### src/rtl/rlpc_pkg.sv
// Notes on behaviour
// - Internal clock comes from a divide-by-two stage, so input duty cycle is irrelevant.
// - In normal running the address latch strobe pulses once every six oscillator periods.
// - Each external data memory access drops exactly one address latch strobe pulse.
// - Idle starts after the requesting instruction completes; core stops, peripherals run.
// - Idle keeps processor state, on-chip RAM and all special registers unchanged.
// - Any enabled interrupt ends idle and execution resumes at its service routine.
// - A hardware reset ends idle and restarts the processor as after power-on.
// - Power-down starts after the requesting instruction, then the oscillator stops.
// - In power-down only on-chip RAM contents are guaranteed to be kept.
// - Only a hardware reset ends power-down; interrupts do not.
// - Idle and power-down request bits live in the power control register.
// - Idle holds both strobes at 1, power-down at 0; pulse outputs stay high.
package rlpc_pkg;

  // ---------------------------------------------------------------------------
  // Timing
  // ---------------------------------------------------------------------------
  localparam int OSC_PER_MCYC = 12;
  localparam int RESET_MIN_MCYC = 2;
  localparam logic [4:0] RESET_TICKS = 5'(OSC_PER_MCYC * RESET_MIN_MCYC);
  localparam logic [2:0] ALE_SLOT_LAST = 3'h5;
  localparam logic [2:0] ALE_HI_LAST = 3'h1;
  localparam logic [2:0] FETCH_LO_FIRST = 3'h3;
  localparam logic [2:0] FETCH_LO_LAST = 3'h4;

  // ---------------------------------------------------------------------------
  // Power control register layout
  // ---------------------------------------------------------------------------
  localparam int PWRCTL_IDLE_BIT = 0;
  localparam int PWRCTL_PDOWN_BIT = 1;
  localparam logic [7:0] PWRCTL_RESET = 8'h00;

  // ---------------------------------------------------------------------------
  // Types
  // ---------------------------------------------------------------------------
  typedef enum logic [1:0] {
    RLPC_RUN = 2'h0,
    RLPC_IDLE = 2'h1,
    RLPC_PDOWN = 2'h3
  } rlpc_mode_e;

  typedef struct packed {
    logic rst_sync1;
    logic rst_sync2;
    logic [4:0] rst_cnt;
    logic chip_reset;
    logic osc_prev;
    logic osc_en;
    logic div2;
    logic [2:0] slot;
    logic skip_pend;
    logic skip_cur;
    rlpc_mode_e mode;
    logic pend_idle;
    logic pend_pdown;
    logic [7:0] pwr_ctl;
    logic core_clk_en;
    logic periph_clk_en;
    logic ale;
    logic fetch_n;
    logic port0_drive_n;
    logic port2_addr_sel;
    logic pulse_force_high;
    logic osc_out;
  } rlpc_state_s;

  typedef struct packed {
    logic pwr_ctl_wr;
    logic [7:0] pwr_ctl_wdata;
    logic instr_done;
    logic irq_pending;
    logic xdata_access;
    logic ext_prog;
  } rlpc_core_req_s;

  localparam rlpc_state_s RLPC_STATE_RESET = '{
    rst_sync1: 1'b0, rst_sync2: 1'b0, rst_cnt: 5'h00, chip_reset: 1'b1,
    osc_prev: 1'b0, osc_en: 1'b1, div2: 1'b0, slot: 3'h0,
    skip_pend: 1'b0, skip_cur: 1'b0, mode: RLPC_RUN,
    pend_idle: 1'b0, pend_pdown: 1'b0, pwr_ctl: PWRCTL_RESET,
    core_clk_en: 1'b0, periph_clk_en: 1'b0, ale: 1'b1, fetch_n: 1'b1,
    port0_drive_n: 1'b0, port2_addr_sel: 1'b0, pulse_force_high: 1'b1,
    osc_out: 1'b1
  };

endpackage

### src/rtl/rlpc_top.sv
`timescale 1ns/1ps
module rlpc_top
  import rlpc_pkg::*;
(
  input wire logic mclk,
  input wire logic rst,
  input wire logic ce,
  input wire logic reset_pin,
  input wire logic osc_amp_input,
  input rlpc_core_req_s core_req,
  output logic osc_amp_output,
  output logic chip_reset,
  output logic core_clk_en,
  output logic periph_clk_en,
  output logic address_latch_strobe,
  output logic program_fetch_strobe_n,
  output logic port0_drive_n,
  output logic port2_addr_sel,
  output logic pulse_force_high,
  output logic [7:0] power_control_register
);

  rlpc_state_s st;
  rlpc_state_s next_st;

  // ---------------------------------------------------------------------------
  // Next state
  // ---------------------------------------------------------------------------
  always_comb begin
    logic tick;
    logic phase_tick;
    logic wrap;
    logic low_power;
    tick = 1'b0;
    phase_tick = 1'b0;
    wrap = 1'b0;
    low_power = 1'b0;
    next_st = st;

    // Reset pin: two-stage synchroniser, then counted in oscillator periods
    next_st.rst_sync1 = reset_pin;
    next_st.rst_sync2 = st.rst_sync1;

    // Oscillator period seen as a rising edge only, so high/low time is irrelevant
    next_st.osc_prev = osc_amp_input;
    tick = st.osc_en & osc_amp_input & ~st.osc_prev;

    // Divide by two: internal clock edge on every second oscillator period
    if (tick) begin
      next_st.div2 = ~st.div2;
    end
    phase_tick = tick & st.div2;

    // Reset qualification; a short glitch never reaches the core
    if (!st.rst_sync2) begin
      next_st.rst_cnt = 5'h00;
      next_st.chip_reset = 1'b0;
    end else if (tick && st.rst_cnt != RESET_TICKS) begin
      next_st.rst_cnt = st.rst_cnt + 5'h01;
      if (st.rst_cnt + 5'h01 == RESET_TICKS) begin
        next_st.chip_reset = 1'b1;
      end
    end

    // Strobe slot counter, six oscillator periods per address latch pulse
    if (tick) begin
      wrap = (st.slot == ALE_SLOT_LAST);
      next_st.slot = wrap ? 3'h0 : st.slot + 3'h1;
    end

    // One pulse dropped per external data access; a new access wins over the consume
    if (wrap) begin
      next_st.skip_cur = st.skip_pend;
      next_st.skip_pend = 1'b0;
    end
    if (core_req.xdata_access && st.mode == RLPC_RUN) begin
      next_st.skip_pend = 1'b1;
    end

    // Power mode sequencing
    if (st.chip_reset) begin
      next_st.mode = RLPC_RUN;
      next_st.pend_idle = 1'b0;
      next_st.pend_pdown = 1'b0;
      next_st.pwr_ctl = PWRCTL_RESET;
      next_st.osc_en = 1'b1;
      next_st.skip_pend = 1'b0;
    end else begin
      unique case (st.mode)
        RLPC_RUN: begin
          next_st.osc_en = 1'b1;
          if (core_req.pwr_ctl_wr) begin
            next_st.pwr_ctl = core_req.pwr_ctl_wdata;
            next_st.pend_pdown = core_req.pwr_ctl_wdata[PWRCTL_PDOWN_BIT];
            next_st.pend_idle = core_req.pwr_ctl_wdata[PWRCTL_IDLE_BIT];
          end
          // Entry waits for the requesting instruction to finish
          if (core_req.instr_done && st.pend_pdown) begin
            next_st.mode = RLPC_PDOWN;
            next_st.pend_pdown = 1'b0;
            next_st.pend_idle = 1'b0;
            next_st.osc_en = 1'b0;
          end else if (core_req.instr_done && st.pend_idle) begin
            next_st.mode = RLPC_IDLE;
            next_st.pend_idle = 1'b0;
          end
        end
        RLPC_IDLE: begin
          if (core_req.irq_pending) begin
            next_st.mode = RLPC_RUN;
            next_st.pwr_ctl[PWRCTL_IDLE_BIT] = 1'b0;
          end
        end
        RLPC_PDOWN: begin
          // Interrupts are ignored; only the reset pin restarts the oscillator
          next_st.osc_en = st.rst_sync2;
        end
        default: begin
          next_st.mode = RLPC_RUN;
        end
      endcase
    end

    low_power = (next_st.mode != RLPC_RUN);

    // Core clock stops in idle so all core and register state stays put
    next_st.core_clk_en = phase_tick & (next_st.mode == RLPC_RUN);
    // Peripherals keep running in idle; in power-down nothing but RAM is kept
    next_st.periph_clk_en = phase_tick & (next_st.mode != RLPC_PDOWN);

    // Pin states
    unique case (next_st.mode)
      RLPC_IDLE: begin
        next_st.ale = 1'b1;
        next_st.fetch_n = 1'b1;
      end
      RLPC_PDOWN: begin
        next_st.ale = 1'b0;
        next_st.fetch_n = 1'b0;
      end
      default: begin
        next_st.ale = (next_st.slot <= ALE_HI_LAST) & ~next_st.skip_cur;
        next_st.fetch_n = ~(core_req.ext_prog && next_st.slot >= FETCH_LO_FIRST
                            && next_st.slot <= FETCH_LO_LAST);
      end
    endcase
    next_st.pulse_force_high = low_power;
    next_st.port0_drive_n = low_power & core_req.ext_prog;
    next_st.port2_addr_sel = core_req.ext_prog & (next_st.mode != RLPC_PDOWN);

    // Stopped oscillator leaves the amplifier output parked high
    next_st.osc_out = next_st.osc_en ? ~osc_amp_input : 1'b1;
  end

  // ---------------------------------------------------------------------------
  // State register
  // ---------------------------------------------------------------------------
  always_ff @(posedge mclk or posedge rst) begin
    if (rst) begin
      st <= RLPC_STATE_RESET;
    end else if (ce) begin
      st <= next_st;
    end
  end

  // ---------------------------------------------------------------------------
  // Outputs, all straight from the state register
  // ---------------------------------------------------------------------------
  assign osc_amp_output = st.osc_out;
  assign chip_reset = st.chip_reset;
  assign core_clk_en = st.core_clk_en;
  assign periph_clk_en = st.periph_clk_en;
  assign address_latch_strobe = st.ale;
  assign program_fetch_strobe_n = st.fetch_n;
  assign port0_drive_n = st.port0_drive_n;
  assign port2_addr_sel = st.port2_addr_sel;
  assign pulse_force_high = st.pulse_force_high;
  assign power_control_register = st.pwr_ctl;

endmodule

### config.mk
export PLATFORM = sky130hd
export DESIGN_NAME = rlpc_top
export DESIGN_NICKNAME = d
export VERILOG_FILES = /design/src/rtl/rlpc_pkg.sv /design/src/rtl/rlpc_top.sv
export SDC_FILE = /design/constraint.sdc
export NUM_CORES = 1
export LEC_CHECK = 0
export ABC_CLOCK_PERIOD_IN_PS = 2400
export BUFFER_PORTS_ARGS = -buffer_cell sky130_fd_sc_hd__buf_4
export CORE_MARGIN = 2
export CORE_UTILIZATION = 40
export CTS_CLUSTER_DIAMETER = 40
export DETAILED_ROUTE_END_ITERATION = 8
export PLACE_DENSITY = 0.58
export SLEW_MARGIN = 20
export SYNTH_ARGS = -nofsm -noshare
export SYNTH_HDL_FRONTEND = slang
export SYNTH_SLANG_ARGS = --single-unit
### constraint.sdc
create_clock -name mclk -period 2.4 [get_ports mclk]
set_input_delay 0.48 -clock mclk [delete_from_list [all_inputs] [get_ports mclk]]
set_output_delay 0.48 -clock mclk [all_outputs]
set_load 0.05 [all_outputs]
==> impl_metrics.py <==
metrics = {
    "timing": {
        "max_clock_freq_mhz": 521.8,
        "totalNegativeSetupSlack_ns": 0,
        "whs_ns": 0.2992,
        "rsz_0062_raised_after_global_routing": "no",
        "final-max-slew-violation-count": 0,
        "finalWorstPathRequiredPeriod_ns": 1.916,
        "final.setup.worst_slack_ns": 0.4835,
        "period_share": 0.7985,
        "finalClockSkew_ns": 0.008009,
        "worst_margin_slew_ns": 0.6966,
        "worst_rel_slew_slack": 0.5325,
        "final_hold_viol_count": 0,
        "total_of_endpoints_with_negative_setup_slack_in_the_final_report": 0,
    },
    "cells_and_area": {
        "antenna_cells_inserted": 0,
        "nets": 262,
        "layout-drive-gt1-share": 0.2881,
        "layout_commonest_cell": "sky130_fd_sc_hd__buf_4",
        "most_frequent_cells_in_the_layout": "37 x sky130_fd_sc_hd__buf_4, 30 x sky130_fd_sc_hd__dfrtp_1, 20 x sky130_fd_sc_hd__nand2_1, 14 x sky130_fd_sc_hd__o21ai_0, 13 x sky130_fd_sc_hd__nor2_1",
        "layout.core_utilization": 0.4779,
        "fillers": 510,
        "area_delta_synth_final_pct": 17.08,
        "finish.instance_area_mm2": 0.002410,
        "instances_no_fill": 306,
    },
    "placed_design": {
        "final_hpwl_from_detailed_placement_um": 2901,
        "detailed_place.area_mm2": 0.002310,
        "dp.cells": 298,
        "gp_congestion": 0.9197,
        "port_buffers": 34,
        "pre_cts_slack_ns": 0.4843,
    },
    "worst_setup_path": {
        "worstRegToRegCells": 7,
        "regToRegSetupSlack_ns": 0.48,
        "critical_path.max_fanout": 7,
        "worst_setup_path_end_kind": "flop",
        "library_cell_contributing_the_largest_single_delay_on_the_critical_path": "sky130_fd_sc_hd__dfrtp_1",
        "critical_path_required_ns": 2.61,
        "timing.critical_path.from": "st[22]",
        "critical_path_cell_by_cell": "inv_1, ha_1, a21o_1, a211oi_1, a21oi_1, nor4_2, o31ai_2",
        "path_depth": 7,
        "crit_family": "compound AO/OA/AOI/OAI gates",
        "cp_class": "reg -> reg",
        "crit_path_start_kind": "flop",
        "rr_endpoint": "program_fetch_strobe_n",
        "worstPathArrival_ns": 2.13,
        "worst-path-buf-inv": 1,
        "critical_path.max_stage_delay_ns": 0.45,
        "worst_setup_path_endpoint": "program_fetch_strobe_n",
        "crit-reg2reg-launch": "st[22]",
    },
    "routing": {
        "drc_violations_left": 0,
        "totalWireLength_um": 3980,
        "residual_antenna_violating_net_count_after_detailed_routing": 0,
        "routedWlPerCell_um": 13.01,
        "drtPass1Iterations": 4,
        "detail_route.iter0.violations": 73,
        "num_vias": 1534,
        "vias_cell": 5.013,
    },
    "global_routing": {
        "wire_length_of_the_first_global_routing_pass_um": 6561,
        "initial_antenna_violation_count": 0,
        "grt-ovfl-total": 0,
        "grt_start_max_net_pins": 37,
        "grt_pass1_vias": 1359,
        "track_usage": 0.1538,
    },
    "logic_synthesis": {
        "register_bit_count_reported_by_yosys": 36,
        "ys_warn_count": 0,
        "async_flop_share": 1.000,
        "synth.net_count": 236,
        "synth_area_per_inst_um2": 9.848,
        "synth_cell_type_count": 55,
        "synth_top_flop_cell": "sky130_fd_sc_hd__dfrtp_1",
        "syn_area_mm2": 0.002058,
        "synth_cells": 209,
        "synth.yosys.seq_area_share": 0.4413,
        "edff_count_synth": 0,
    },
    "die": {
        "fp.dieArea_mm2": 0.005735,
        "initial_core_util": 0.4082,
        "chipWidth_um": 75.73,
        "core.rowCount": 26,
        "core-area_mm2": 0.005042,
        "fp.dieH_um": 75.73,
        "ios": 35,
    },
    "cts": {
        "cts_root_buf": "sky130_fd_sc_hd__clkbuf_8",
        "cts-hold-fix-buffers": 0,
        "inserted_clock_buffers": 5,
        "clock_sink_count": 36,
        "ctsLongestPathBuffers": 2,
        "cts.clk_slew.worst_paths_ns": 0.07,
        "cts.htree.levels": 2,
        "clock_insertion_delay_worst_skew_ns": 0.28,
        "post_cts_resize_count": 0,
        "post_cts_buffers": 0,
        "cts_tree": "done",
    },
    "status": {
        "status": "finished clean",
    },
    "hold_path": {
        "hold_path_class": "in -> async",
    },
    "pwr": {
        "p_leak_nw": 1.081,
        "cellPowerDensity_mw_per_mm2": 1191,
        "total_power_mw": 2.870,
        "maximum_vdd_ir_drop_mv": 0.5682,
    },
    "run": {
        "max_cap_violations": 0,
    },
}
synthesized netlist by cell type (6+ instances only):
library cell	count	area share
sky130_fd_sc_hd__buf_2	7	0.017
sky130_fd_sc_hd__ha_1	9	0.055
sky130_fd_sc_hd__nand2_1	20	0.036
sky130_fd_sc_hd__o21ai_1	10	0.024
sky130_fd_sc_hd__a21oi_1	10	0.024
sky130_fd_sc_hd__dfstp_2	6	0.077
sky130_fd_sc_hd__nand2b_1	8	0.024
sky130_fd_sc_hd__dfrtp_1	30	0.36
sky130_fd_sc_hd__inv_1	8	0.015
sky130_fd_sc_hd__o21ai_0	14	0.034
sky130_fd_sc_hd__nor2_1	13	0.024
sky130_fd_sc_hd__buf_4	10	0.036
cells by family after synthesis:
| family | Yosys count | share of synthesized area |
|---|---|---|
| AO/OA/AOI/OAI | 64 | 0.2225 |
| AND/OR/NAND/NOR | 64 | 0.1654 |
| flip-flops | 36 | 0.4413 |
| buffers and inverters | 28 | 0.07355 |
| adder cells (fa/ha/maj) | 9 | 0.05471 |
| multiplexers | 6 | 0.03404 |
| XOR/XNOR | 2 | 0.008512 |
worst reg2reg max path: stages, from the launching register on:
cell,delay (ns)
sky130_fd_sc_hd__dfrtp_1,0.45
sky130_fd_sc_hd__inv_1,0.12
sky130_fd_sc_hd__ha_1,0.36
sky130_fd_sc_hd__a21o_1,0.19
sky130_fd_sc_hd__a211oi_1,0.27
sky130_fd_sc_hd__a21oi_1,0.09
sky130_fd_sc_hd__nor4_2,0.29
sky130_fd_sc_hd__o31ai_2,0.08
layout make-up:
cell class	instances	area, um^2	area share
Inverter	10	37.54	0.01558
Timing Repair Buffer	37	277.8	0.1153
Clock buffer	8	100.1	0.04154
Multi-Input combinational cell	145	998.5	0.4143
Tap cell	70	87.58	0.03634
Sequential cell	36	908.4	0.3769
per-layer routing:
layer  track usage  vias to the layer above  share of wire
met5             0                        -              0
met4       0.04678                        0          0.013
met1        0.2155                      725           0.49
li1              -                      776              -
met2        0.2329                       27           0.46
met3       0.04233                        6          0.042
worst min path at each step:
stage                      start             to  slack (ns)  cells past startpoint
after global placement    st[25]         st[25]        0.46                      1
after CTS                    rst         st[30]        0.32                      3
after global routing         rst  port0_drive_n        0.35                      3
after floorplan           st[25]         st[25]        0.44                      1
after detailed placement  st[25]         st[25]        0.46                      1
final                        rst    core_clk_en        0.30                      3
power by group:
part           switching (mW)  internal [mW]  leakage (nW)
logic                   0.867          0.527         0.588
registers               0.167          0.837         0.441
clock network           0.210          0.262        0.0515
total                    1.24           1.63          1.08
flip-flops by register name (all words and copies together), names as in the netlist:
register                flops
power_control_register      8
port0_drive_n               1
st                         18
core_clk_en                 1
next_st                     1
program_fetch_strobe_n      1
periph_clk_en               1
port2_addr_sel              1
pulse_force_high            1
chip_reset                  1
address_latch_strobe        1
osc_amp_output              1
Note: power is estimated with default switching activity, not from simulation.
